$ cat config.mk
export PLATFORM = sky130hd
export DESIGN_NAME = mioc_top
export DESIGN_NICKNAME = d
export VERILOG_FILES = /design/src/include/mioc_pkg.sv /design/src/rtl/mioc_top.sv
export SDC_FILE = /design/constraint.sdc
export NUM_CORES = 1
export LEC_CHECK = 0
export CAP_MARGIN = 15
export CORE_MARGIN = 3
export CORE_UTILIZATION = 67
export CTS_CLUSTER_SIZE = 16
export DETAILED_ROUTE_END_ITERATION = 8
export DONT_BUFFER_PORTS = 1
export GPL_TIMING_DRIVEN = 0
export PLACE_DENSITY = 0.83
export SLEW_MARGIN = 15
export SYNTH_ARGS = -nofsm -noshare
export SYNTH_HDL_FRONTEND = slang
export SYNTH_SLANG_ARGS = --single-unit
$ cat constraint.sdc
create_clock -name clk_sys -period 5.4 [get_ports clk_sys]
set_input_delay 0.81 -clock clk_sys [delete_from_list [all_inputs] [get_ports clk_sys]]
set_output_delay 0.81 -clock clk_sys [all_outputs]
set_load 0.03 [all_outputs]
$ cat src/include/mioc_pkg.sv
// constants and types shared by the motor i/o command logic
// Behaviour
// - forward command turns shaft forward, ramping with acceleration time
// - backward command alone turns shaft in reverse
// - dropping a run command decelerates to stop with deceleration time
// - both run commands together stop the motor instantly
// - a setting swaps physical direction for each run command
// - two select inputs pick one of four operation data sets
// - fault clear clears active alarm; host removes cause first
// - brake release input keeps brake released while no alarm is active
// - brake release input blocks run commands and motor drive
// - brake release while running removes drive, motor coasts
// - external fault input low raises alarm, stops motor, shows code
// - tachometer gives twelve pulses per shaft revolution
// - fault output on when healthy, off while alarm active
// - thermal output follows protector open and reclose
// - thermal output valid only while main power applied
// - warning output follows warning condition, no clear needed
// - six assignable inputs, two assignable outputs, selectable functions
// - panel brake release honoured only at standstill
// - brake release input disables panel brake operation
// - mode key held five seconds toggles edit lock with indication
// - edit lock rejects operation data and parameter changes
// - attempted change under lock shows lock indication about one second
// - alarm cleared on rising edge of fault clear
// - fault clear ignored while a run command is asserted
package mioc_pkg;
  localparam int unsigned MIOC_CLK_HZ = 250_000_000;
  localparam int unsigned MIOC_LOCK_HOLD_MS = 5000;
  localparam int unsigned MIOC_LOCK_SHOW_MS = 1000;
  localparam int unsigned MIOC_LOCK_HOLD_CYC = MIOC_CLK_HZ / 1000 * MIOC_LOCK_HOLD_MS;
  localparam int unsigned MIOC_LOCK_SHOW_CYC = MIOC_CLK_HZ / 1000 * MIOC_LOCK_SHOW_MS;
  localparam int unsigned MIOC_TMR_W = 32;
  localparam int unsigned MIOC_NUM_IN = 6;
  localparam int unsigned MIOC_NUM_OUT = 2;
  localparam int unsigned MIOC_PULSES_PER_REV = 12;
  localparam logic [11:0] MIOC_ADDR_CTRL = 12'h000;
  localparam logic [11:0] MIOC_ADDR_MAP_IN = 12'h004;
  localparam logic [11:0] MIOC_ADDR_MAP_OUT = 12'h008;
  localparam logic [11:0] MIOC_ADDR_STATUS = 12'h00c;
  localparam logic [11:0] MIOC_ADDR_EDIT = 12'h010;
  localparam logic [11:0] MIOC_ADDR_DATA0 = 12'h020;
  localparam int unsigned MIOC_DATA_W = 32;
  localparam int unsigned MIOC_CTRL_DIR_BIT = 0;
  localparam int unsigned MIOC_CTRL_ACTIVE_BIT = 1;
  localparam logic [17:0] MIOC_MAP_IN_RESET = {3'h5, 3'h4, 3'h3, 3'h2, 3'h1, 3'h0};
  localparam logic [5:0] MIOC_MAP_OUT_RESET = {3'h1, 3'h0};
  localparam logic [7:0] MIOC_ALARM_NONE = 8'h00;
  localparam logic [7:0] MIOC_ALARM_EXT_STOP = 8'h6e;
  localparam logic [MIOC_DATA_W-1:0] MIOC_ZERO = 32'h0000_0000;
  // input functions
  typedef enum logic [2:0]
  {
    MIOC_FN_FWD = 3'h0,
    MIOC_FN_BWD = 3'h1,
    MIOC_FN_SEL0 = 3'h2,
    MIOC_FN_SEL1 = 3'h3,
    MIOC_FN_CLR = 3'h4,
    MIOC_FN_FREE = 3'h5,
    MIOC_FN_EXT = 3'h6,
    MIOC_FN_NONE = 3'h7
  } mioc_in_fn_t;
  // output functions
  typedef enum logic [2:0]
  {
    MIOC_OF_TACH = 3'h0,
    MIOC_OF_FAULT = 3'h1,
    MIOC_OF_THERM = 3'h2,
    MIOC_OF_WARN = 3'h3
  } mioc_out_fn_t;
  // drive state, gray along idle-accel-run-decel
  typedef enum logic [2:0]
  {
    MIOC_ST_IDLE = 3'b000,
    MIOC_ST_ACCEL = 3'b001,
    MIOC_ST_RUN = 3'b011,
    MIOC_ST_DECEL = 3'b010,
    MIOC_ST_COAST = 3'b110
  } mioc_state_t;
endpackage

$ cat src/rtl/mioc_top.sv
// motor i/o command logic with apb configuration
`timescale 1ns/10ps
module mioc_top
  import mioc_pkg::*;
(
  input wire logic clk_sys,
  input wire logic resetn,
  input wire logic psel,
  input wire logic penable,
  input wire logic pwrite,
  input wire logic [11:0] paddr,
  input wire logic [31:0] pwdata,
  output logic [31:0] prdata,
  output logic pready,
  output logic pslverr,
  input wire logic [MIOC_NUM_IN-1:0] input_terminal,
  input wire logic mode_key,
  input wire logic panel_brake_req,
  input wire logic thermal_open,
  input wire logic ac_power_ok,
  input wire logic warning_cond,
  input wire logic motor_stopped,
  input wire logic shaft_tick,
  input wire logic ramp_done,
  output logic [MIOC_NUM_OUT-1:0] output_terminal,
  output logic motor_enable,
  output logic motor_forward,
  output logic motor_ramp,
  output logic motor_instant_stop,
  output logic brake_release,
  output logic [1:0] op_data_index,
  output logic [MIOC_DATA_W-1:0] op_data_value,
  output logic [7:0] alarm_code,
  output logic lock_indication,
  output logic unlock_indication
);
  // decode one input slot's function from the map register
  function automatic logic [2:0] mioc_slot_fn(input logic [17:0] map, input int unsigned idx);
    mioc_slot_fn = map[idx*3 +: 3];
  endfunction

  // synchroniser: two flip-flops per terminal, mode key, panel brake, thermal and ac power level
  logic [9:0] sync1_reg;
  logic [9:0] sync2_reg;
  logic [9:0] raw_in;
  assign raw_in = {input_terminal, mode_key, panel_brake_req, thermal_open, ac_power_ok};
  always_ff @(posedge clk_sys or negedge resetn)
  begin
    if (!resetn)
    begin
      sync1_reg <= '0;
      sync2_reg <= '0;
    end
    else
    begin
      sync1_reg <= raw_in;
      sync2_reg <= sync1_reg;
    end
  end
  logic [MIOC_NUM_IN-1:0] term_s;
  logic key_s;
  logic pbrake_s;
  logic therm_s;
  logic acok_s;
  assign term_s = sync2_reg[9:4];
  assign key_s = sync2_reg[3];
  assign pbrake_s = sync2_reg[2];
  assign therm_s = sync2_reg[1];
  assign acok_s = sync2_reg[0];

  // register file state
  logic [1:0] ctrl_reg, ctrl_next;
  logic [17:0] map_in_reg, map_in_next;
  logic [5:0] map_out_reg, map_out_next;
  logic [MIOC_DATA_W-1:0] data_reg [4];
  logic [MIOC_DATA_W-1:0] data_next [4];
  logic [31:0] prdata_next;
  logic pready_next, pslverr_next;
  logic edit_reject;
  logic lock_wr;

  // function routing from the six terminals
  logic fwd_in, bwd_in, sel0_in, sel1_in, clr_in, free_in, ext_ok;
  logic ext_mapped;
  always_comb
  begin
    fwd_in = 1'b0;
    bwd_in = 1'b0;
    sel0_in = 1'b0;
    sel1_in = 1'b0;
    clr_in = 1'b0;
    free_in = 1'b0;
    ext_ok = 1'b1;
    ext_mapped = 1'b0;
    for (int unsigned i = 0; i < MIOC_NUM_IN; i++)
    begin
      unique case (mioc_in_fn_t'(mioc_slot_fn(map_in_reg, i)))
        MIOC_FN_FWD: fwd_in = fwd_in | term_s[i];
        MIOC_FN_BWD: bwd_in = bwd_in | term_s[i];
        MIOC_FN_SEL0: sel0_in = sel0_in | term_s[i];
        MIOC_FN_SEL1: sel1_in = sel1_in | term_s[i];
        MIOC_FN_CLR: clr_in = clr_in | term_s[i];
        MIOC_FN_FREE: free_in = free_in | term_s[i];
        MIOC_FN_EXT:
        begin
          ext_mapped = 1'b1;
          ext_ok = ext_ok & term_s[i];
        end
        MIOC_FN_NONE: ;
      endcase
    end
  end

  // alarm and drive state
  mioc_state_t st_reg, st_next;
  logic alarm_reg, alarm_next;
  logic [7:0] code_reg, code_next;
  logic clr_d_reg;
  logic brake_reg, brake_next;
  logic fwd_o_next, ramp_next, inst_next, en_next;
  logic run_req;
  logic clr_edge;
  assign run_req = (fwd_in ^ bwd_in) && !free_in && !alarm_reg;
  assign clr_edge = clr_in && !clr_d_reg;

  always_comb
  begin
    st_next = st_reg;
    alarm_next = alarm_reg;
    code_next = code_reg;
    if (ext_mapped && !ext_ok)
    begin
      alarm_next = 1'b1;
      code_next = MIOC_ALARM_EXT_STOP;
    end
    // clear only with both run commands off
    else if (alarm_reg && clr_edge && !fwd_in && !bwd_in)
    begin
      alarm_next = 1'b0;
      code_next = MIOC_ALARM_NONE;
    end
    unique case (st_reg)
      MIOC_ST_IDLE: if (run_req) st_next = MIOC_ST_ACCEL;
      MIOC_ST_ACCEL: if (!run_req) st_next = MIOC_ST_DECEL;
        else if (ramp_done) st_next = MIOC_ST_RUN;
      MIOC_ST_RUN: if (!run_req) st_next = MIOC_ST_DECEL;
      // a finished deceleration ramp or motor standstill ends the stop
      MIOC_ST_DECEL: if (run_req) st_next = MIOC_ST_ACCEL;
        else if (ramp_done || motor_stopped) st_next = MIOC_ST_IDLE;
      MIOC_ST_COAST: if (motor_stopped) st_next = MIOC_ST_IDLE;
      default: st_next = MIOC_ST_IDLE;
    endcase
    if (free_in && st_reg != MIOC_ST_IDLE)
      st_next = MIOC_ST_COAST;
    if ((fwd_in && bwd_in) || alarm_next)
      st_next = MIOC_ST_IDLE;
    // drive only in ramp or run states
    en_next = (st_next == MIOC_ST_ACCEL) || (st_next == MIOC_ST_RUN)
      || (st_next == MIOC_ST_DECEL);
    // ramp flag covers acceleration and deceleration
    ramp_next = (st_next == MIOC_ST_ACCEL) || (st_next == MIOC_ST_DECEL);
    inst_next = fwd_in && bwd_in;
    fwd_o_next = motor_forward;
    if (run_req)
      fwd_o_next = fwd_in ^ ctrl_reg[MIOC_CTRL_DIR_BIT];
    if (free_in)
      brake_next = !alarm_next;
    else
      brake_next = pbrake_s && motor_stopped && st_reg == MIOC_ST_IDLE && !alarm_next;
  end

  always_ff @(posedge clk_sys or negedge resetn)
  begin
    if (!resetn)
    begin
      st_reg <= MIOC_ST_IDLE;
      alarm_reg <= 1'b0;
      code_reg <= MIOC_ALARM_NONE;
      clr_d_reg <= 1'b0;
      brake_reg <= 1'b0;
      motor_enable <= 1'b0;
      motor_forward <= 1'b1;
      motor_ramp <= 1'b0;
      motor_instant_stop <= 1'b0;
      op_data_index <= 2'h0;
    end
    else
    begin
      st_reg <= st_next;
      alarm_reg <= alarm_next;
      code_reg <= code_next;
      clr_d_reg <= clr_in;
      brake_reg <= brake_next;
      motor_enable <= en_next;
      motor_forward <= fwd_o_next;
      motor_ramp <= ramp_next;
      motor_instant_stop <= inst_next;
      op_data_index <= {sel1_in, sel0_in};
    end
  end
  assign brake_release = brake_reg;
  assign alarm_code = code_reg;

  // output terminal functions
  logic [MIOC_NUM_OUT-1:0] out_next;
  always_comb
  begin
    out_next = '0;
    for (int unsigned j = 0; j < MIOC_NUM_OUT; j++)
    begin
      unique case (mioc_out_fn_t'(map_out_reg[j*3 +: 3]))
        MIOC_OF_FAULT: out_next[j] = !alarm_next;
        MIOC_OF_THERM: out_next[j] = therm_s && acok_s;
        MIOC_OF_WARN: out_next[j] = warning_cond;
        // tach follows shaft ticks
        // the motor side gives twelve ticks a revolution, so one pulse per tick keeps the ratio
        MIOC_OF_TACH: out_next[j] = shaft_tick;
        default: out_next[j] = 1'b0;
      endcase
    end
  end
  always_ff @(posedge clk_sys or negedge resetn)
  begin
    if (!resetn)
      output_terminal <= '0;
    else
      output_terminal <= out_next;
  end

  // edit lock: hold timer and indication timer
  logic lock_reg, lock_next;
  logic [MIOC_TMR_W-1:0] hold_reg, hold_next;
  logic [MIOC_TMR_W-1:0] show_reg, show_next;
  logic held_reg, held_next;
  logic lki_next, uli_next;
  always_comb
  begin
    lock_next = lock_reg;
    held_next = held_reg;
    hold_next = hold_reg;
    show_next = show_reg;
    lki_next = lock_indication;
    uli_next = unlock_indication;
    // five second hold toggles lock once per press
    if (!key_s)
    begin
      hold_next = '0;
      held_next = 1'b0;
    end
    else if (!held_reg)
    begin
      if (hold_reg == MIOC_TMR_W'(MIOC_LOCK_HOLD_CYC - 1))
      begin
        held_next = 1'b1;
        lock_next = !lock_reg;
        lki_next = !lock_reg;
        uli_next = lock_reg;
        show_next = MIOC_TMR_W'(MIOC_LOCK_SHOW_CYC);
      end
      else
        hold_next = hold_reg + 1'b1;
    end
    // software may set or drop the lock too; it wins over the key in a tie
    if (lock_wr)
      lock_next = pwdata[0];
    // one second lock indication on rejected edit
    if (edit_reject)
    begin
      lki_next = 1'b1;
      uli_next = 1'b0;
      show_next = MIOC_TMR_W'(MIOC_LOCK_SHOW_CYC);
    end
    else if (show_reg != '0)
    begin
      show_next = show_reg - 1'b1;
      if (show_reg == MIOC_TMR_W'(1))
      begin
        lki_next = 1'b0;
        uli_next = 1'b0;
      end
    end
  end
  always_ff @(posedge clk_sys or negedge resetn)
  begin
    if (!resetn)
    begin
      lock_reg <= 1'b0;
      held_reg <= 1'b0;
      hold_reg <= '0;
      show_reg <= '0;
      lock_indication <= 1'b0;
      unlock_indication <= 1'b0;
    end
    else
    begin
      lock_reg <= lock_next;
      held_reg <= held_next;
      hold_reg <= hold_next;
      show_reg <= show_next;
      lock_indication <= lki_next;
      unlock_indication <= uli_next;
    end
  end

  // apb slave: one wait state in the access phase, errors on unmapped address
  logic acc;
  logic wr_data;
  assign acc = psel && penable && !pready;
  assign wr_data = (paddr == MIOC_ADDR_CTRL) || (paddr == MIOC_ADDR_MAP_IN)
    || (paddr == MIOC_ADDR_MAP_OUT) || (paddr[11:4] == MIOC_ADDR_DATA0[11:4]);
  // lock rejects data and parameter writes
  assign edit_reject = acc && pwrite && lock_reg && wr_data;
  // the lock word itself stays writable, else software could never unlock a locked part
  assign lock_wr = acc && pwrite && (paddr == MIOC_ADDR_EDIT);
  always_comb
  begin
    ctrl_next = ctrl_reg;
    map_in_next = map_in_reg;
    map_out_next = map_out_reg;
    for (int k = 0; k < 4; k++)
      data_next[k] = data_reg[k];
    prdata_next = MIOC_ZERO;
    pready_next = acc;
    pslverr_next = 1'b0;
    if (acc)
    begin
      if (paddr == MIOC_ADDR_CTRL)
      begin
        prdata_next = {30'h0, ctrl_reg};
        if (pwrite && !lock_reg) ctrl_next = pwdata[1:0];
      end
      else if (paddr == MIOC_ADDR_MAP_IN)
      begin
        prdata_next = {14'h0, map_in_reg};
        if (pwrite && !lock_reg) map_in_next = pwdata[17:0];
      end
      else if (paddr == MIOC_ADDR_MAP_OUT)
      begin
        prdata_next = {26'h0, map_out_reg};
        if (pwrite && !lock_reg) map_out_next = pwdata[5:0];
      end
      else if (paddr == MIOC_ADDR_STATUS)
        prdata_next = {16'h0, code_reg, 2'h0, lock_reg, brake_reg, alarm_reg, st_reg};
      else if (paddr == MIOC_ADDR_EDIT)
        prdata_next = {31'h0, lock_reg};
      else if (paddr[11:4] == MIOC_ADDR_DATA0[11:4] && paddr[1:0] == 2'h0)
      begin
        prdata_next = data_reg[paddr[3:2]];
        if (pwrite && !lock_reg) data_next[paddr[3:2]] = pwdata;
      end
      else
        pslverr_next = 1'b1;
    end
  end
  always_ff @(posedge clk_sys or negedge resetn)
  begin
    if (!resetn)
    begin
      ctrl_reg <= 2'h0;
      map_in_reg <= MIOC_MAP_IN_RESET;
      map_out_reg <= MIOC_MAP_OUT_RESET;
      for (int k = 0; k < 4; k++)
        data_reg[k] <= MIOC_ZERO;
      prdata <= MIOC_ZERO;
      pready <= 1'b0;
      pslverr <= 1'b0;
      op_data_value <= MIOC_ZERO;
    end
    else
    begin
      ctrl_reg <= ctrl_next;
      map_in_reg <= map_in_next;
      map_out_reg <= map_out_next;
      for (int k = 0; k < 4; k++)
        data_reg[k] <= data_next[k];
      prdata <= prdata_next;
      pready <= pready_next;
      pslverr <= pslverr_next;
      op_data_value <= data_reg[op_data_index];
    end
  end

  // assertions
  chk_both_instant: assert property (@(posedge clk_sys) disable iff (!resetn)
    (fwd_in && bwd_in) |=> !motor_enable && motor_instant_stop)
    else $error("both run commands did not stop motor");
  chk_free_no_drive: assert property (@(posedge clk_sys) disable iff (!resetn)
    free_in |=> !motor_enable)
    else $error("motor driven while brake release input on");
  // the terminal register was loaded through the map of the cycle before
  chk_fault_out_safe: assert property (@(posedge clk_sys) disable iff (!resetn)
    (alarm_reg && $past(map_out_reg[5:3]) == MIOC_OF_FAULT) |-> !output_terminal[1])
    else $error("fault output on during alarm");
  chk_clr_blocked_run: assert property (@(posedge clk_sys) disable iff (!resetn)
    (alarm_reg && (fwd_in || bwd_in) && ext_ok) |=> alarm_reg)
    else $error("alarm cleared while run command on");
  chk_ext_alarm_set: assert property (@(posedge clk_sys) disable iff (!resetn)
    (ext_mapped && !ext_ok) |=> alarm_reg && alarm_code == MIOC_ALARM_EXT_STOP)
    else $error("external fault did not raise alarm");
  chk_lock_write_block: assert property (@(posedge clk_sys) disable iff (!resetn)
    (edit_reject && paddr == MIOC_ADDR_CTRL) |=> $stable(ctrl_reg))
    else $error("write accepted under edit lock");
  chk_reject_shows_lock: assert property (@(posedge clk_sys) disable iff (!resetn)
    edit_reject |=> lock_indication [*8])
    else $error("lock indication not shown after rejected edit");
  chk_therm_needs_ac: assert property (@(posedge clk_sys) disable iff (!resetn)
    (!acok_s && map_out_reg[2:0] == MIOC_OF_THERM) |=> !output_terminal[0])
    else $error("thermal output on without ac power");
endmodule

# After elaboration in Yosys (flattened, before gate mapping)
# Cells that the tools add are included.
[totals]
output_inout_bits = 85
word_cells = 318
reg_bits = 330
[op_classes]
n_eq_ne = 60
reduce_logical = 64
add_sub_neg = 2
bitwise = 44
magnitude_cmp = 3
mux = 115
[op_table]
columns = ["operator", "count"]
rows = [
  ["$mux W32", 20],
  ["$bmux W32 S2", 2],
  ["$bwmux W128", 1],
  ["$mux W1", 77],
  ["$demux W32 S2", 1],
  ["$eq A3 B2 Y1 const B", 20],
  ["$eq A3 B3 Y1 const B", 19],
  ["$add A32 B1 Y32 const B", 1],
  ["$eq A32 B1 Y1 const B", 1],
  ["$eq A32 B31 Y1 const B", 1],
  ["$reduce_bool A32 Y1", 1],
  ["$sub A32 B1 Y32 const B", 1],
  ["$eq A3 B1 Y1 const B", 10],
  ["$or A1 B1 Y1", 30],
  ["$logic_not A3 Y1", 9],
  ["$mux W3", 9],
  ["$eq A12 B4 Y1 const B", 2],
  ["$logic_and A1 B1 Y1", 22],
  ["$mux W8", 2],
  ["$pmux W3 S5", 1],
  ["$eq A12 B3 Y1 const B", 1],
  ["$eq A12 B5 Y1 const B", 1],
  ["$logic_not A12 Y1", 1],
  ["$logic_not A1 Y1", 9],
  ["19 further kinds", 46],
]

# Longest topological paths before layout
# Gate-level depths: netlist of run 1.
[depth]
ltp_word = 23
ltp_mapped = 11
depth_no_buf = 10

# Least setup slack after synthesis of run 1
# OpenSTA, ideal clock, no wires.
[synth_timing]
path_type = "input port to flip-flop"
startpoint = "input paddr[9]"
endpoint = "register data_reg[100] (netlist bit)"
path_slack_ps = 2514
setup_ps = 125
path_buffers = 2
path_stages = 6
t_arrival_ps = 2762
path_cell_list = "or4_4 nor4_2 and4_1 clkbuf_1 buf_2 mux2_2"
[synth_between]
elab_chain_len = 3
word_cells_on_any_way = 13
classes_between = "5 x eq/ne; 5 x bitwise; 3 x reduce/logical"
[synth_lines]
columns = ["element", "line_no", "rtl"]
rows = [
  ["start: declaration", "mioc_top.sv:11", "input wire logic [11:0] paddr,"],
  ["$eq A12 B4 Y1, or another cell as far along", "mioc_top.sv:342", "else if (paddr == MIOC_ADDR_STATUS)"],
  ["$not A1 Y1 (no source line) or $logic_and A1 B1 Y1 (tied branches)", "n/a", ""],
  ["$reduce_and A8 Y1 (no source line) *", "n/a", ""],
  ["end signal: indexed assignment", "mioc_top.sv:375", "data_reg[k] <= data_next[k];"],
  ["end: declaration", "mioc_top.sv:75", "logic [MIOC_DATA_W-1:0] data_reg [4];"],
]
# Every way passes the cells marked *; elsewhere a longest branch is shown, timed or not.
# A chain may end at the register's enable or synchronous reset.

# Worst setup path in the final report of run 1
[layout_timing]
startpoint = "input paddr[9]"
endpoint = "register prdata[7]"
[layout_between]
elab_chain_len = 9
word_cells_on_any_way = 14
classes_between = "5 x eq/ne; 7 x mux; 2 x reduce/logical"
[layout_lines]
columns = ["element", "line_no", "rtl"]
rows = [
  ["$eq A8 B2 Y1", "mioc_top.sv:346", "else if (paddr[11:4] == MIOC_ADDR_DATA0[11:4] && paddr[1:0] == 2'h0)"],
  ["$logic_and A1 B1 Y1", "mioc_top.sv:346", ""],
  ["$mux W32", "mioc_top.sv:346", ""],
  ["$mux W32", "mioc_top.sv:344", "else if (paddr == MIOC_ADDR_EDIT)"],
  ["$mux W32", "mioc_top.sv:342", ""],
  ["$mux W32", "mioc_top.sv:337", "else if (paddr == MIOC_ADDR_MAP_OUT)"],
  ["$mux W32", "mioc_top.sv:332", "else if (paddr == MIOC_ADDR_MAP_IN)"],
  ["$mux W32 *", "mioc_top.sv:327", "if (paddr == MIOC_ADDR_CTRL)"],
  ["$mux W32 *", "mioc_top.sv:325", "if (acc)"],
  ["via prdata_next[7]", "mioc_top.sv:77", "logic [31:0] prdata_next;"],
  ["end signal: assignment", "mioc_top.sv:376", "prdata <= prdata_next;"],
  ["end: declaration", "mioc_top.sv:13", "output logic [31:0] prdata,"],
]
# Mark *: on every way through the listed nets, which the timed path passes. The rest lies on a longest branch.

==> results.yml, run 1 <==
run_status:
  outcome: "completed"
synthesis:
  synth-edff-count: 0
  ys_dominant_reg_cell: "dfrtp_1"
  synth_warnings: 0
  synthesis.area_mm2: 0.0149
  netlist-cell-type-count: 75
  seq_area_frac_synth_pct: 54.1
  async_reset_ff_share_pct: 100
  synth_seq_cells: 323
  fraction_of_post_synthesis_cell_area_in_the_top_cell_type_by_area_pct: 52.6
  netlist.top_cell.by_area: "dfrtp_1"
  postSynthAreaPerCell_um2: 13.1
  syn-instance-count: 1142
  yosys-top-cells-area: "dfrtp_1 (53%), mux2_2 (12%), mux4_2 (9.6%), xnor2_1 (2.3%), nor2_1 (1.8%)"
place:
  hpwlAfterDp_mm: 23.1
  port-buffer-count: 0
  place.gp.congestion: 0.917
final_layout:
  area.growth.synth_to_final_pct: 10.5
  final_layout_size_suffix_gt1_share_pct: 27.3
  flip_flop_count_of_the_largest_register_all_copies_and_words_added: 128
  post_layout_net_count: 1249
  final_core_utilization_pct: 75.5
drt:
  route.layer.met1.wl_mm: 13.9
  wl_per_cell_um: 23.8
  detailroute.wirelength.met2_mm: 17.7
  detail_route.drc_violations: 0
  antenna_left: 0
  dr.max_layer_used: "met4"
  route.final.wire_length_mm: 35.4
  initial_detailed_routing_violation_count: 905
  detailedRoute.firstPassIterationCount: 6
  dr_total_vias: 10000
  met3_wirelength_mm: 2.76
  via_cell_ratio: 6.74
sta:
  maxSlewHeadroom_pct: 28.5
  setup-tns-final_ps: 0
  fin_crit_sh_pct: 59.6
  tightest_slew_ps: 1060
  drv_slew: 0
  fmaxAchievable_ghz: 0.310
  report.final.setup_viol: 0
  finalCriticalPeriod_ps: 3220
  worst_clock_skew_ps: 13.2
  final-hold-violation-count: 0
  rsz0062_at_grt: "no"
setup_path:
  max_stage_delay_ps: 800
  worst_path_dominant_cell_family: "simple AND/OR/NAND/NOR gates"
  slowest_stage: "nor4_2"
  worst_setup_path_end_kind: "flop"
  series_of_cell_instances_along_the_critical_path: "or4_4, nor4_2, a21o_1, nand2b_1, clkbuf_1, o2bb2ai_1"
  regToRegSetupSlack_ps: 2250
  path_buf_inv: 1
  crit_path_start_kind: "input port"
  timing.rr.start: "pready$_DFF_PN0_"
  arrival_ps: 3570
  timing.critical_path.required_ps: 5750
  crit_type: "input port to flop"
  reg2reg_capture_point: "data_reg[103]$_DFFE_PN0P_"
  worst_r2r_path_depth: 8
  crit_path_max_fanout: 10
clock_network:
  clkLatencyLatePin_ps: 510
  cts_tree: "built"
  htree_levels: 2
  cts-root-to-sink-buffers: 3
  cts_sinks: 323
  post-cts-setup-buffers: 0
  cts.reportedPaths.clkPinSlew_ps: 60
  cts_resized: 0
  cts_buffers: 34
  cts_root_buf: "clkbuf_16"
floorplanning:
  dieArea_mm2: 0.0241
  rows: 54
  core_mm2: 0.0219
  die_h_um: 155
  ports_placed_on_the_boundary: 148
  initial_core_utilization_pct: 68.3
  die_width_um: 155
pwr:
  vdd.ir_drop.worst_uv: 311
  power-per-cell-area_mw_per_mm2: 308
  total_leakage_power_nw: 7.28
grt:
  via_count_of_the_first_global_routing_pass: 10200
  gr-total-overflow: 0
  grtUsageTotal_pct: 29.8
  antenna_found_initial: 1
  grt_start_max_net_pins: 260
  grt_pass1_wl_mm: 56.2
worst_hold_path:
  min_path_type: "input port to asynchronous set/reset pin"
run:
  max_cap_violations: 0
==> per-layer routing <==
layer  vias to the layer above  track usage [%]
met4                         0             9.50
met1                      5174             40.2
li1                       4357                -
met3                        88             5.81
met5                         -                0
met2                       405             49.6
==> how the worst max path moves through the flow <==
stage | from | to | slack [ps] | cells after the start
3_3_place_gp | paddr[9] | prdata[29]$_DFF_PN0_ | 1810 | 6
3_5_place_dp | paddr[9] | prdata[28]$_DFF_PN0_ | 1770 | 6
5_1_grt | pready$_DFF_PN0_ | data_reg[100]$_DFFE_PN0P_ | 2110 | 8
4_1_cts | paddr[9] | prdata[28]$_DFF_PN0_ | 2260 | 6
2_1_floorplan | paddr[9] | data_reg[100]$_DFFE_PN0P_ | 2510 | 6
6_report | paddr[9] | prdata[7]$_DFF_PN0_ | 2180 | 6
==> layout make-up <==
class | instances | area [um^2]
sequential | 323 | 8090
clock inverter | 12 | 140
timing repair buffer | 1 | 27.5
buffer | 63 | 283
antenna | 1 | 2.50
clock buffer | 49 | 1040
inverter | 29 | 109
tap | 280 | 350
multi-input combinational | 729 | 6470
fill | 1360 | 5370
==> synthesized netlist by cell type, drive strengths merged, types with 27 or more instances <==
cell    number
clkbuf      36
nand2       38
a21oi       35
nor4        28
dfrtp      314
xnor2       40
nor2        75
mux4        64
mux2       154
inv         28
nor3        29
buf         27
==> logic make-up (layout without fill, tap and decap cells) <==
family,count (synthesis),after routing,share of synthesized area (%)
compound gates,126,126,5.66
xor+xnor,44,44,2.58
fa+ha+maj,5,5,0.418
buf+inv,92,154,2.62
flops,323,323,54.1
mux,221,221,21.4
other cells,1,4,0.0251
simple gates,330,330,13.1
==> what timing repair did <==
item,in CTS,in global routing
endpoints found under the hold margin,65,0
hold buffers,1,0
setup endpoints to repair,0,0
==> metrics by stage <==
stage	hold slack (ps)	setup slack (ps)	cell area, um^2	std cells	power [W]
2_1_floorplan	331	2510	15000	1144	0.00266
3_3_place_gp	333	1810	15300	1424	0.00269
3_5_place_dp	335	1770	15300	1424	0.00269
4_1_cts	2.23	2260	16500	1486	0.00512
5_1_grt	8.09	2110	16500	1487	0.00525
6_report	30.4	2180	16500	1487	0.00509
==> cells in the final DEF, fill, tap and decap left out, types with 16 or more instances in the layout <==
cell type and n:
clkbuf_1 41, clkbuf_16 37, or4_1 21, o21ai_0 22
nor2b_1 18, xnor2_1 40, nand3_1 18, dfrtp_1 314
mux4_2 64, or3_1 16, mux2_2 154, nand2_1 36
inv_1 28, nor3_1 27, nor4_1 24, nor2_1 73
a21oi_1 35
==> power by group <==
part           switching [W]  internal (W)  total (W)
clock               0.000935       0.00149    0.00242
combinational      0.0000880     0.0000632   0.000151
sequential         0.0000537       0.00246    0.00252
total                0.00108       0.00401    0.00509
(Power assumes the default switching activity.)
==> run 2: changes to the inputs <==
CORE_UTILIZATION = 58   (was 67)
PLACE_DENSITY = 0.76   (was 0.83)
clock period = 2.65 ns   (was 5.4 ns; I/O delays follow)
==> run 2 against run 1 <==
  * The flow now finishes with violations (hold timing)
  * Flip-flop and latch count did not move
  * Setup slack lost 2200 ps
  * Die area increased by 15%
  * Clock power grew 97%
  * Non-clock buffer count increased by 19
==> results.yml, run 2 (synthesis gave the netlist of run 1 again) <==
clock_network:
  cts.reportedPaths.clkPinSlew_ps: 60
  cts_buffers: 34
  cts_sinks: 323
  cts_root_buf: "clkbuf_16"
  htree_levels: 2
  cts-hold-fix-buffers: 10
  cts_tree: "built"
  cts-root-to-sink-buffers: 3
  clkLatencyLatePin_ps: 510
final_layout:
  flip_flop_count_of_the_largest_register_all_copies_and_words_added: 128
  final_core_utilization_pct: 67.0
  total_area_of_multi_input_combinational_cells_mm2: 0.00664
  final_cell_mix: "dfrtp_1 (308), mux2_2 (154), nor2_1 (70), mux4_2 (64), xnor2_1 (40)"
  number_of_filler_instances_in_the_final_layout: 1804
  final_layout_size_suffix_gt1_share_pct: 30.4
  layout.area.seq_mm2: 0.00810
  post_layout_net_count: 1268
  final_common_cell: "dfrtp_1"
  area.growth.synth_to_final_pct: 13.2
place:
  port-buffer-count: 0
  detailedPlace.worstSlack_ps: -715
  place.gp.congestion: 0.937
  hpwlAfterDp_mm: 23.6
grt:
  antenna_found_initial: 1
  via_count_of_the_first_global_routing_pass: 10200
  gr-total-overflow: 0
  grt_util_met2_pct: 42.8
  grt_pass1_wl_mm: 56.8
  grt_start_max_net_pins: 324
  global_route.usage.met1_pct: 35.3
  met3_usage_pct: 4.89
  grt-busiest-layer: "met2"
  grtUsageTotal_pct: 25.6
setup_path:
  crit_type: "flop to flop"
  crit_path_max_fanout: 6
  timing.critical_path.required_ps: 3020
  regToRegSetupSlack_ps: 20
  worst_setup_path_end_kind: "flop"
  arrival_ps: 2990
  crit_path_start_kind: "flop"
run_status:
  failed_checks: "hold timing"
  outcome: "finished with violations"
drt:
  wl_per_cell_um: 23.2
  route.final.wire_length_mm: 36.0
  via_cell_ratio: 6.48
  detailedRoute.firstPassIterationCount: 6
  initial_detailed_routing_violation_count: 1156
  detail_route.drc_violations: 0
  dr_total_vias: 10100
  antenna_left: 0
sta:
  drv_slew: 0
  finalCriticalPeriod_ps: 2630
  setup_slack_ps: 25.0
  report.final.setup_viol: 0
  fmaxAchievable_ghz: 0.381
  fin_crit_sh_pct: 99.1
  worst_clock_skew_ps: 6.83
  rsz0062_at_grt: "yes"
  final-hold-violation-count: 321
  tightest_slew_ps: 956
  maxSlewHeadroom_pct: 36.3
  setup-tns-final_ps: 0
  whs_ps: -412
floorplanning:
  die_width_um: 167
  initial_core_utilization_pct: 59.2
  dieArea_mm2: 0.0277
  core_mm2: 0.0253
  rows: 58
  die_h_um: 167
  ports_placed_on_the_boundary: 148
pwr:
  vdd.ir_drop.worst_uv: 498
  total_leakage_power_nw: 7.42
  power-per-cell-area_mw_per_mm2: 606
run:
  max_cap_violations: 0
worst_hold_path:
  min_path_type: "input port to asynchronous set/reset pin"
[run 2: layer usage]
| layer | share of wire (%) | routed length (um) | vias to the layer above |
|---|---|---|---|
| met5 | 0 | 0 | - |
| met4 | 2.6 | 946 | 0 |
| met3 | 7.0 | 2530 | 75 |
| met2 | 49 | 17800 | 398 |
| met1 | 41 | 14700 | 5198 |
| li1 | - | - | 4386 |
[run 2: power by group]
group	switching, W	internal [W]	total, W
Sequential	0.000116	0.00502	0.00514
Combinational	0.000185	0.000167	0.000352
Clock	0.00188	0.00290	0.00477
Total	0.00218	0.00809	0.0103
[run 2: final timing paths]
kind	from	to	cells after the start
max	show_reg[2]$_DFFE_PN0P_	show_reg[26]$_DFFE_PN0P_	6
min	resetn	hold_reg[4]$_DFFE_PN0P_	0
max reg2reg	show_reg[2]$_DFFE_PN0P_	show_reg[26]$_DFFE_PN0P_	6
min reg2reg	sync1_reg[0]$_DFF_PN0_	sync2_reg[0]$_DFF_PN0_	0
max in group asynchronous	resetn	op_data_value[15]$_DFF_PN0_	0
min in group clk_sys	pwdata[0]	lock_reg$_DFFE_PN0P_	2
[run 2: cell type report]
class / instances / area share (%)
Timing Repair Buffer: 27 / 1.52
Tap cell: 330 / 2.44
Buffer: 56 / 1.61
Antenna cell: 1 / 0.0148
Clock buffer: 46 / 5.83
Multi-Input combinational cell: 729 / 39.3
Sequential cell: 323 / 47.9
Inverter: 29 / 0.643
Clock inverter: 11 / 0.821
[run 2: metrics by stage]
| stage | total power [W] | instance area, um^2 | cells |
|---|---|---|---|
| final | 0.0103 | 16900 | 1552 |
| after CTS | 0.0103 | 16700 | 1541 |
| after global routing | 0.0106 | 16900 | 1552 |
| after global placement | 0.00548 | 15400 | 1474 |
| after floorplan | 0.00541 | 15000 | 1144 |
| after detailed placement | 0.00549 | 15400 | 1474 |
[run 2: critical path: stages (launching register included)]
cell       delay, ps
dfrtp_2          430
or4_1            510
or4_4            500
or4_4            560
nor3_4           250
clkbuf_16        210
a21oi_2           30
[run 2: timing repair]
action                                 4_1_cts  5_1_grt
setup buffers                                2       14
gates cloned                                 0        1
gates resized for setup                     16       34
setup endpoints to repair                  183      162
pin swaps                                    3        5
endpoints found under the hold margin      333      323
==> run 3: changes to the inputs <==
==> constraint.sdc (replaced) <==
create_clock -name clk_sys -period 2.65 [get_ports clk_sys]
set_input_delay 0.265 -clock clk_sys [delete_from_list [all_inputs] [get_ports clk_sys]]
set_output_delay 0.265 -clock clk_sys [all_outputs]
set_load 0.03 [all_outputs]
==> run 3 against run 2 <==
  * The flow still finishes with violations (hold timing)
  * Fmax up 1.1%
  * Non-clock buffer count is 32 higher
  * Critical path depth increased by 3
  * Global-route usage increased by 0.25 points
  * Combinational power up 20%
==> results.yml, run 3 (synthesis gave the netlist of run 1 again) <==
grt:
  grtUsageTotal_pct: 25.9
  antenna_found_initial: 1
  grt_pass1_wl_mm: 57.5
  via_count_of_the_first_global_routing_pass: 10400
  grt_start_max_net_pins: 324
  gr-total-overflow: 0
drt:
  via_cell_ratio: 6.39
  antenna_left: 0
  detailedRoute.firstPassIterationCount: 5
  initial_detailed_routing_violation_count: 1081
  route.final.wire_length_mm: 36.1
  dr_total_vias: 10100
  detail_route.drc_violations: 0
  wl_per_cell_um: 22.8
final_layout:
  final_layout_size_suffix_gt1_share_pct: 29.3
  final_cell_mix: "dfrtp_1 (308), mux2_2 (154), nor2_1 (71), mux4_2 (64), dlygate4sd3_1 (43)"
  post_layout_net_count: 1300
  area.growth.synth_to_final_pct: 15.1
  number_of_filler_instances_in_the_final_layout: 1782
  flip_flop_count_of_the_largest_register_all_copies_and_words_added: 128
  final_common_cell: "dfrtp_1"
  final_core_utilization_pct: 68.1
  layout.area.seq_mm2: 0.00810
  total_area_of_multi_input_combinational_cells_mm2: 0.00661
setup_path:
  series_of_cell_instances_along_the_critical_path: "inv_2, a311o_1, or4_4, ha_4, nand2b_4, a211oi_2, o21ai_2, a31oi_2, nor3_1"
  arrival_ps: 2950
  worst_path_dominant_cell_family: "compound AO/OA/AOI/OAI gates"
  path_buf_inv: 1
  slowest_stage: "dfstp_2"
  timing.critical_path.required_ps: 3010
  crit_type: "flop to flop"
  crit_path_max_fanout: 7
  crit_path_start_kind: "flop"
  worst_setup_path_end_kind: "flop"
  max_stage_delay_ps: 590
floorplanning:
  die_h_um: 167
  dieArea_mm2: 0.0277
  initial_core_utilization_pct: 59.2
  rows: 58
  ports_placed_on_the_boundary: 148
  die_width_um: 167
  core_mm2: 0.0253
clock_network:
  cts_root_buf: "clkbuf_16"
  cts-root-to-sink-buffers: 3
  htree_levels: 2
  clkLatencyLatePin_ps: 510
  cts.reportedPaths.clkPinSlew_ps: 60
  cts-hold-fix-buffers: 43
  cts_sinks: 323
  cts_tree: "built"
  cts_buffers: 34
sta:
  rsz0062_at_grt: "yes"
  fmaxAchievable_ghz: 0.385
  report.final.setup_viol: 0
  tightest_slew_ps: 1160
  fin_crit_sh_pct: 98.0
  finalCriticalPeriod_ps: 2600
  final-hold-violation-count: 314
  maxSlewHeadroom_pct: 22.7
  whs_ps: -543
  worst_clock_skew_ps: 8.65
  drv_slew: 0
  setup-tns-final_ps: 0
run:
  max_cap_violations: 0
worst_hold_path:
  min_path_type: "input port to asynchronous set/reset pin"
run_status:
  outcome: "finished with violations"
  failed_checks: "hold timing"
pwr:
  total_leakage_power_nw: 7.55
  power-per-cell-area_mw_per_mm2: 600
  vdd.ir_drop.worst_uv: 506
place:
  hpwlAfterDp_mm: 23.6
  place.gp.congestion: 0.937
  port-buffer-count: 0
-- run 3: repair_timing --
item,CTS,global route
endpoints found under the setup margin,176,145
hold endpoints to repair,489,323
gates resized for setup,16,28
setup buffers,2,13
pin swaps,3,7
-- run 3: layout make-up --
cell class	instances	area share, %
clock buffer	46	5.74
multi-input combinational	729	38.4
clock inverter	11	0.807
sequential	323	47.1
inverter	29	0.633
antenna	2	0.0291
timing repair buffer	58	3.23
tap	330	2.40
buffer	57	1.64
-- run 3: routing by layer --
| layer | share of wire [%] | up-vias | wire [um] | GRT usage, % |
|---|---|---|---|---|
| met5 | 0 | - | 0 | 0 |
| met1 | 41 | 5242 | 14900 | 36.1 |
| li1 | - | 4450 | - | - |
| met4 | 2.7 | 0 | 975 | 6.85 |
| met2 | 49 | 366 | 17800 | 43.1 |
| met3 | 6.6 | 74 | 2390 | 4.39 |
-- run 3: stage by stage --
step	cell area (um^2)	power, W	setup WS (ps)	instances
6_report	17200	0.0103	52.6	1585
3_5_place_dp	15400	0.00549	-582	1474
4_1_cts	17000	0.0103	1.56	1574
2_1_floorplan	15000	0.00541	184	1144
5_1_grt	17200	0.0107	-60.7	1584
3_3_place_gp	15400	0.00548	-500	1474
-- run 3: where the power goes --
group	leakage (nW)	switching, W	internal, W
logic	2.65	0.000222	0.000199
clock network	0.553	0.00187	0.00290
registers	4.35	0.000116	0.00502
-- run 3: path summary, 6_finish.rpt --
check                                          start                      end  slack [ps]  depth (start not counted)
setup reg to reg           map_in_reg[7]$_DFFE_PN1P_   motor_enable$_DFF_PN0_          50                          9
hold / removal                                resetn  hold_reg[4]$_DFFE_PN0P_        -540                          0
setup / recovery           map_in_reg[7]$_DFFE_PN1P_   motor_enable$_DFF_PN0_          50                          9
max in group asynchronous                     resetn   motor_enable$_DFF_PN0_        2240                          0
min in group clk_sys                   motor_stopped  brake_release$_DFF_PN0_          40                          4
hold reg to reg               sync1_reg[0]$_DFF_PN0_   sync2_reg[0]$_DFF_PN0_         350                          0
